`src/pwr_seq_consts.vh`:
```
// Purpose: constants for the power-on reset and power-down sequencer
// Assumes: 100 MHz clock, supply comparators delivered as levels
// Notes: time figures in their own unit, cycle counts derived from them
`ifndef PWR_SEQ_CONSTS_VH
`define PWR_SEQ_CONSTS_VH
`define CLK_PERIOD_NS 10
`define POR_DELAY_MS 128
// 128 ms at 10 ns per cycle, sized to the counter width
`define POR_DELAY_CYCLES 24'hC35000
`define POR_CNT_W 24
`define PDN_REQ_BIT 1
`define PORT_W 32
`define WAKE_W 4
`define ST_RUN 2'h0
`define ST_PDN 2'h1
`define ST_EXIT 2'h2
`define ST_RESET 2'h3
`endif

```
`src/por_timer.v`:
```
// Purpose: power-on reset hold and release delay
// Assumes: supply_ok and supply_dead are comparator levels, synchronous
// Notes: delay is a parameter so simulation can shorten it
`timescale 1ns/1ps
`include "pwr_seq_consts.vh"
module por_timer #(
    parameter [`POR_CNT_W-1:0] DELAY_CYCLES = `POR_DELAY_CYCLES
) (
    input wire clk,
    input wire reset_n,
    input wire clk_en,
    input wire supply_ok,
    input wire supply_dead,
    output reg por_active_q
);
    reg [`POR_CNT_W-1:0] cnt_q;

    always @(posedge clk) begin
        if (!reset_n) begin
            cnt_q <= {`POR_CNT_W{1'b0}};
            por_active_q <= 1'b1;
        end else if (clk_en) begin
            if (!supply_ok) begin
                // hold while supply_ok is low
                // reset asserts on threshold loss and stays asserted all
                // the way down; supply_dead only marks the bottom of it
                cnt_q <= {`POR_CNT_W{1'b0}};
                por_active_q <= 1'b1;
            end else if (por_active_q) begin
                if (cnt_q >= DELAY_CYCLES - 1'b1) begin
                    por_active_q <= 1'b0;
                end else begin
                    cnt_q <= cnt_q + 1'b1;
                end
            end
        end
    end
endmodule

```
`src/pin_hold.v`:
```
// Purpose: freeze of port pins during power-down; strobes are forced low in pwr_seq
// Assumes: hold_en is a level from the sequencer
// Notes: latched values are captured at the last edge before hold rises
`timescale 1ns/1ps
`include "pwr_seq_consts.vh"
module pin_hold #(
    parameter W = `PORT_W
) (
    input wire clk,
    input wire reset_n,
    input wire clk_en,
    input wire hold_en,
    input wire [W-1:0] port_in,
    output reg [W-1:0] port_q
);
    always @(posedge clk) begin
        if (!reset_n) begin
            port_q <= {W{1'b0}};
        end else if (clk_en) begin
            if (!hold_en)
                port_q <= port_in;
        end
    end
endmodule

```
`src/pwr_seq.v`:
```
// Purpose: power-on reset and power-down sequencer of a small controller
// Assumes: comparators and core requests synchronous to clk
// Notes: the reset-pin exit and a supply loss both reset the core; wake inputs resume it
`timescale 1ns/1ps
`include "pwr_seq_consts.vh"
module pwr_seq #(
    parameter [`POR_CNT_W-1:0] DELAY_CYCLES = `POR_DELAY_CYCLES,
    parameter PORT_W = `PORT_W,
    parameter WAKE_W = `WAKE_W
) (
    input wire clk,
    input wire reset_n,
    input wire clk_en,
    input wire supply_ok,
    input wire supply_dead,
    input wire reset_pin,
    input wire [7:0] power_control_register,
    input wire oscillator_halt_bit,
    input wire time_interval_counter_req,
    input wire [WAKE_W-1:0] wake_req,
    input wire [PORT_W-1:0] port_drive,
    input wire dac_drive_en,
    input wire ale_in,
    input wire program_store_strobe_in,
    output reg chip_reset_q,
    output reg pll_enable_q,
    output reg core_clk_enable_q,
    output reg osc_enable_q,
    output reg time_interval_counter_en_q,
    output reg periph_enable_q,
    output reg [PORT_W-1:0] port_out_q,
    output reg dac_oe_q,
    output reg ale_q,
    output reg program_store_strobe_q,
    output reg powerdown_q
);
    localparam [1:0] ST_RUN = `ST_RUN;
    localparam [1:0] ST_PDN = `ST_PDN;
    localparam [1:0] ST_EXIT = `ST_EXIT;
    localparam [1:0] ST_RESET = `ST_RESET;

    wire por_active;
    wire [PORT_W-1:0] port_held;
    reg [1:0] state_q;
    reg [1:0] state_d;
    reg pdn_req_prev_q;
    wire pdn_req;
    wire pdn_rise;
    wire any_wake;

    por_timer #(
        .DELAY_CYCLES(DELAY_CYCLES)
    ) u_por (
        .clk(clk),
        .reset_n(reset_n),
        .clk_en(clk_en),
        .supply_ok(supply_ok),
        .supply_dead(supply_dead),
        .por_active_q(por_active)
    );

    pin_hold #(
        .W(PORT_W)
    ) u_hold (
        .clk(clk),
        .reset_n(reset_n),
        .clk_en(clk_en),
        .hold_en(state_d == ST_PDN),
        .port_in(port_drive),
        .port_q(port_held)
    );

    assign pdn_req = power_control_register[`PDN_REQ_BIT];
    // edge so a bit left set after wake does not re-enter at once
    assign pdn_rise = pdn_req & ~pdn_req_prev_q;
    assign any_wake = |wake_req;

    always @* begin
        state_d = state_q;
        case (state_q)
            ST_RUN: begin
                if (pdn_rise)
                    state_d = ST_PDN;
            end
            ST_PDN: begin
                if (reset_pin)
                    state_d = ST_RESET;
                else if (any_wake)
                    state_d = ST_EXIT;
            end
            ST_EXIT: begin
                state_d = ST_RUN;
            end
            ST_RESET: begin
                if (!reset_pin)
                    state_d = ST_RUN;
            end
            default: begin
                state_d = ST_RUN;
            end
        endcase
        if (por_active)
            state_d = ST_RUN;
    end

    always @(posedge clk) begin
        if (!reset_n) begin
            state_q <= ST_RUN;
            pdn_req_prev_q <= 1'b0;
            chip_reset_q <= 1'b1;
            pll_enable_q <= 1'b0;
            core_clk_enable_q <= 1'b0;
            osc_enable_q <= 1'b1;
            time_interval_counter_en_q <= 1'b0;
            periph_enable_q <= 1'b0;
            port_out_q <= {PORT_W{1'b0}};
            dac_oe_q <= 1'b0;
            ale_q <= 1'b0;
            program_store_strobe_q <= 1'b0;
            powerdown_q <= 1'b0;
        end else if (clk_en) begin
            state_q <= state_d;
            pdn_req_prev_q <= pdn_req;
            chip_reset_q <= por_active | (state_d == ST_RESET) |
                            (state_q == ST_PDN && reset_pin);
            powerdown_q <= (state_d == ST_PDN);
            if (state_d == ST_PDN) begin
                pll_enable_q <= 1'b0;
                core_clk_enable_q <= 1'b0;
                osc_enable_q <= ~oscillator_halt_bit;
                time_interval_counter_en_q <= time_interval_counter_req &
                                              ~oscillator_halt_bit;
                periph_enable_q <= 1'b0;
                dac_oe_q <= 1'b0;
                ale_q <= 1'b0;
                program_store_strobe_q <= 1'b0;
            end else begin
                pll_enable_q <= ~por_active;
                core_clk_enable_q <= ~por_active;
                osc_enable_q <= 1'b1;
                time_interval_counter_en_q <= time_interval_counter_req &
                                              ~por_active;
                periph_enable_q <= ~por_active;
                dac_oe_q <= dac_drive_en & ~por_active;
                ale_q <= ale_in & ~por_active;
                program_store_strobe_q <= program_store_strobe_in &
                                          ~por_active;
            end
            port_out_q <= (state_d == ST_PDN) ? port_held : port_drive;
        end
    end
endmodule

```
`config.mk`:
```
export PLATFORM = sky130hd
export DESIGN_NAME = pwr_seq
export DESIGN_NICKNAME = d
export VERILOG_FILES = /design/src/por_timer.v /design/src/pin_hold.v /design/src/pwr_seq.v
export VERILOG_INCLUDE_DIRS = /design/src
export SDC_FILE = /design/constraint.sdc
export NUM_CORES = 1
export LEC_CHECK = 0
export BUFFER_PORTS_ARGS = -buffer_cell sky130_fd_sc_hd__buf_4
export CAP_MARGIN = 0
export CORE_ASPECT_RATIO = 1.25
export CORE_MARGIN = 1
export CORE_UTILIZATION = 50
export DETAILED_ROUTE_END_ITERATION = 8
export MAX_ROUTING_LAYER = met4
export PLACE_DENSITY = 0.79
export SYNTH_ARGS = -nofsm -noshare
export SYNTH_HDL_FRONTEND = slang
export SYNTH_SLANG_ARGS = --single-unit
```
`constraint.sdc`:
```
create_clock -name clk -period 3 [get_ports clk]
set_input_delay 0.3 -clock clk [delete_from_list [all_inputs] [get_ports clk]]
set_output_delay 0.3 -clock clk [all_outputs]
set_load 0.005 [all_outputs]
```
Word level (Yosys, flattened, before mapping)
Index checks and enable logic that the tools add are counted.
W data, S select, Z words.
- output and inout bits: 42
- register bits after elaboration: 68
- bits of input ports: 55
- bitwise gates (word level): 12
- equality and inequality tests: 7
- reduce and logical (&&, ||, !) cells: 5
- mux-type cells: 19
- add/subtract/negate cells: 1
- $lt $le $gt $ge: 1
- operators by type and width (kind ; count):
    $mux W24 ; 3
    $mux W32 ; 1
    $add A24 B1 Y24 const B ; 1
    $ge A24 B24 Y1 const B ; 1
    $mux W2 ; 5
    $mux W1 ; 9
    $pmux W2 S4 ; 1
    $and A1 B1 Y1 ; 6
    $eq A2 B2 Y1 const B ; 3
    $eq A2 B1 Y1 const B ; 2
    $not A1 Y1 ; 4
    $reduce_or A4 Y1 ; 1
    $reduce_and A3 Y1 ; 1
    $logic_not A2 Y1 ; 1
    $ne A2 B1 Y1 const B ; 1
    $ne A2 B2 Y1 const B ; 1
    $or A1 B1 Y1 ; 2
    $reduce_and A2 Y1 ; 1
    $logic_and A1 B1 Y1 ; 1

Logic depth before layout (Yosys ltp)
- word-level depth: 8
- depth in mapped cells: 8
- gate-level depth less buffers: 6

Modules after synthesis
Synthesis repeated with hierarchy kept, for this count alone.
- cell total of the unflattened synthesis: 564
- area, all modules: 4694.5 µm²
- by module, submodules not included (module ; cells an instance ; instances ; area an instance (µm²)):
    pwr_seq ; 233 ; 1 ; 1889.3
    por_timer ; 191 ; 1 ; 1481.4
    pin_hold ; 140 ; 1 ; 1323.8

Worst setup path before layout
OpenSTA, ideal clock, no wires.
- path type: register to register
- start point: register u_por.cnt_q[0]
- end point: register u_por.cnt_q[7]
- arrival: 2.005 ns
- path slack: 0.881 ns
- clock period less this slack: 2.119 ns
- setup time: 0.115 ns
- cell stages (with the launch flop): 9
- path buffers: 2
- cells stage by stage: dfxtp_1 > ha_1 > nand3_1 > or4_1 > a22oi_2 > buf_6 > buf_4 > nor3_1 > o21a_1
- longest elaborated chain between the ends: 4
- elaborated cells on any way between the ends: 7
- those cells by class: add/sub (1); order compare (1); eq/ne (1); mux (3); reduce/logical (1)
- ends and longest elaborated chain (element ; RTL line ; RTL):
    from (decl) ; por_timer.v:16 ; reg [`POR_CNT_W-1:0] cnt_q;
    from (signal assigned) ; por_timer.v:20 ; cnt_q <= {`POR_CNT_W{1'b0}};
    from (signal assigned) ; por_timer.v:27 ; cnt_q <= {`POR_CNT_W{1'b0}};
    from (signal assigned) ; por_timer.v:33 ; cnt_q <= cnt_q + 1'b1;
    $add A24 B1 Y24 ; por_timer.v:33 ;
    $mux W24 ; por_timer.v:30 ; if (cnt_q >= DELAY_CYCLES - 1'b1) begin
    $mux W24 ; por_timer.v:29 ; end else if (por_active_q) begin
    $mux W24 ; por_timer.v:23 ; if (!supply_ok) begin
Several ways; a longest one is shown, not always the timed one. The select of a mux whose other input is x is not followed.
A chain may end at the register's enable or synchronous reset.

Worst setup path after layout
- start point: register u_por.cnt_q[1]
- end point: register u_por.cnt_q[23]
Same word-level chain as after synthesis.

==> metrics.md <==
| Metric | Value |
|---|---|
| Post-CTS Hold Fix Bufs | 0 |
| Antenna violations before repair | 0 |
| Placer's final routability congestion estimate | approximately 0.84 |
| Clock Skews | about 5.9 ps |
| Cell Area, Placed | 0.00370 mm2 |
| Post-synth EDFFs | 0 |
| Fmax | roughly 0.45 GHz |
| H-tree depth | 3 |
| CP Capture Type | flip-flop |
| Max cap viols | 0 |
| Sink of the worst hold path | port_out_q[22]$_SDFFE_PN0P_ |
| Die ar. | 0.00635 mm2 |
| Cell area after layout | between 0.003 and 0.004 mm2 |
| Fin nets | approximately 470 |
| Maximum number of pins on one net before global-route repair | 48 |
| Main combinational cell family by area after synthesis | simple AND/OR/NAND/NOR gates |
| Req. time, crit path | approximately 3200 ps |
| DRC viols | 0 |
| Clock transition at path regs | roughly 70 ps |
| Layout Area Growth over Synthesis | 28.3% |
| Top-area cell type share of the netlist area | about 45% |
| 1st-iter DRT viols | ~110 |
| Dpl cells | 465 |
| Post-CTS setup buffers | 0 |
| Total number of vias | 2,652 |
| Avg Cell Area, Syn | just over 9 um2 |
| Relative slew slack | 49.8% |
| Hold path cells | 3 |
| Startpoint Class | flip-flop |
| Worst Tran Pin Value | 746 ps |
| CP max FO | 20 |
| Fin. max-slew vios | 0 |
| Worst path most repeated cell | buf_4 |
| Top cells by area, synth | dfxtp_1 45%, mux2i_1 11%, nor2b_1 7.5%, a21oi_1 3.8%, or4_1 3.2% |
| Final hold vios | 0 |
| Post-synthesis mux area share | 10.9% |
| Worst Min Path Start | port_drive[22] |
| Share of layout cells above drive strength 1 | around 28% |
| Post-route ant nets | 0 |
| Final min period | around 2200 ps |
| CP arrival | about 2500 ps |
| Clk sinks | between 60 and 70 |
| Clk buf depth | 2 |
| Initial Utilization | about 52% |
| Most frequent cells after synthesis | 68 x dfxtp_1, 36 x nor2b_1, 33 x mux2i_1 |
| Fin cells | about 480 |
| Cell taking the most area after synthesis | dfxtp_1 |
| Root buffer cell | clkbuf_8 |
| Critical path type | flip-flop to flip-flop |
| Leak | roughly 0.0016 uW |
| Pwr Density | between 400 and 500 mW/mm2 |
| Die Ht | between 80 and 90 um |
| Pre-antenna DRT Iters | 7 |
| Count leader, synth | dfxtp_1 |
| Overflow after GRT | 0 |
| Total GRT Usage | a little under a quarter |
| Asr flop ratio synth | 0% |
| Routed vias/inst | ~5.5 |
| Cell count after synthesis | approximately 320 |
| Crit share post-route | around 74% |
| Seq/Total Area, Yosys | between 40 and 50% |
| Drt wl/cell | 14.7 um |
| Num rows | 31 |
| Status | complete, no violations |
| Worst hold slack | roughly 210 ps |
| Num CTS Buffers | 9 |
| Post-Synth Simple-Gate Area | approximately 25% |
| Final WL | around 7100 um |
| R2R depth | 8 |
| CP max stage delay | 530 ps |
| Final setup fails | 0 |
| Yosys warns | 0 |
| Setup_tns | 0 ps |
| # diodes | 0 |
| Core ar. | around 0.0058 mm2 |
| Unrepaired setup endpoints after global routing | false |
| Hold Crit Class | input pin to flip-flop |
| Top_reg_cell synth | dfxtp_1 |
| Detailed placement HPWL | slightly below 5000 um |
| Clock tree from TritonCTS | done |
| Vias in the first global route | roughly 2,400 |
| Worst reg2reg path endpoint | u_por.cnt_q[23]$_SDFFE_PN0P_ |
| Compound-Gate Fraction of Synth Area | roughly 15% |
| Port Buffers | slightly below 90 |
| Die width | roughly 71 um |
| Post-CTS sizing | 0 |
| Flop-to-flop setup slack | 780 ps |
| Xor/xnor cell area share of the yosys netlist | 0% |
| Register bit total from synthesis | 68 |
| VDD IR max | 0.272 mV |
| First-pass GRT wire length | between 10,000 and 15,000 um |
| Post-Synth Adder-Cell Area | less than 1% |
| Synth Cell Area | between 0.003 and 0.004 mm2 |
| I/O Pins | 97 |
| Worst R2R Start | u_por.cnt_q[1]$_SDFFE_PN0P_ |
| Worst-Skew Late Latency | roughly 350 ps |
| CP max-delay cell | or4_1 |
| Pwr Total | 1880 uW |
| Synth cell types | 42 |
| Crit-path cells | ha_1, nand3_1, buf_4, or4_1, a22oi_2, buf_4, nor4_1, a22o_1 |
| Mapped Nets | 380 |
[worst max-delay path by stage]
stage                                                    endpoint                        start  depth (start not counted)
final                                u_por.cnt_q[23]$_SDFFE_PN0P_  u_por.cnt_q[1]$_SDFFE_PN0P_                          8
after global routing                 u_por.cnt_q[23]$_SDFFE_PN0P_  u_por.cnt_q[1]$_SDFFE_PN0P_                          8
after CTS                            u_por.cnt_q[23]$_SDFFE_PN0P_  u_por.cnt_q[0]$_SDFFE_PN0P_                          8
after detailed placement  time_interval_counter_en_q$_SDFFE_PN0P_                  wake_req[1]                          7
after global placement               u_por.cnt_q[23]$_SDFFE_PN0P_  u_por.cnt_q[0]$_SDFFE_PN0P_                          8
after floorplan                       u_por.cnt_q[7]$_SDFFE_PN0P_  u_por.cnt_q[0]$_SDFFE_PN0P_                          8
[critical path, delay by kind of cell (launching register included)]
kind | cells | cell delay, ps
adder cells (fa/ha/maj) | 1 | 220
AO/OA/AOI/OAI | 2 | 370
flip-flops | 1 | 410
AND/OR/NAND/NOR | 3 | 700
buffers and inverters | 2 | 410
[cell usage in the layout, fill, tap and decap left out, types with 10 or more instances in the layout]
cell type and count:
buf_4 93, o21ai_0 12, clkbuf_8 10, nand2_1 22
nor2_1 15, a21oi_1 23, nor2b_1 36, dfxtp_1 68
or3_1 11, mux2i_1 33, or4_1 13
[cell families after synthesis]
| family | Yosys count |
|---|---|
| flip-flops | 68 |
| AND/OR/NAND/NOR | 129 |
| multiplexers | 33 |
| adder cells (fa/ha/maj) | 1 |
| buffers and inverters | 26 |
| AO/OA/AOI/OAI | 67 |
[per-stage QoR]
stage	util (%)	setup WS, ps
floorplan	-	881
global placement	63.6	843
detailed placement	63.6	779
CTS	66.5	778
global route	66.5	635
finish	66.5	782
[sequential cells by signal (all words and copies together), names as in the netlist]
signal                      cells
powerdown_q                     1
program_store_strobe_q          1
chip_reset_q                    1
osc_enable_q                    1
pdn_req_prev_q                  1
port_out_q                     32
u_por.por_active_q              1
dac_oe_q                        1
state_q                         2
u_por.cnt_q                    24
ale_q                           1
periph_enable_q                 1
time_interval_counter_en_q      1
[metal layers]
layer	GRT usage (%)	part of all wire, %	up-vias
met5	-	0	-
met4	11.6	1.7	0
met3	6.83	7.3	13
met2	38.3	48	88
met1	27.2	43	1202
li1	-	-	1349
[layout make-up]
cell class / instances / area (um2)
sequential: 68 / 1360
fill: 481 / 1950
clock buffer: 12 / 145
clock inverter: 4 / 25.0
inverter: 8 / 30.0
timing repair buffer: 93 / 698
multi-input combinational: 230 / 1530
tap: 66 / 82.6
[report_power, final]
part / internal [uW] / total [uW] / switching, uW
logic: 143 / 254 / 110
clock network: 320 / 660 / 340
registers: 943 / 966 / 22.4
total: 1410 / 1880 / 472
(Power assumes the default switching activity.)
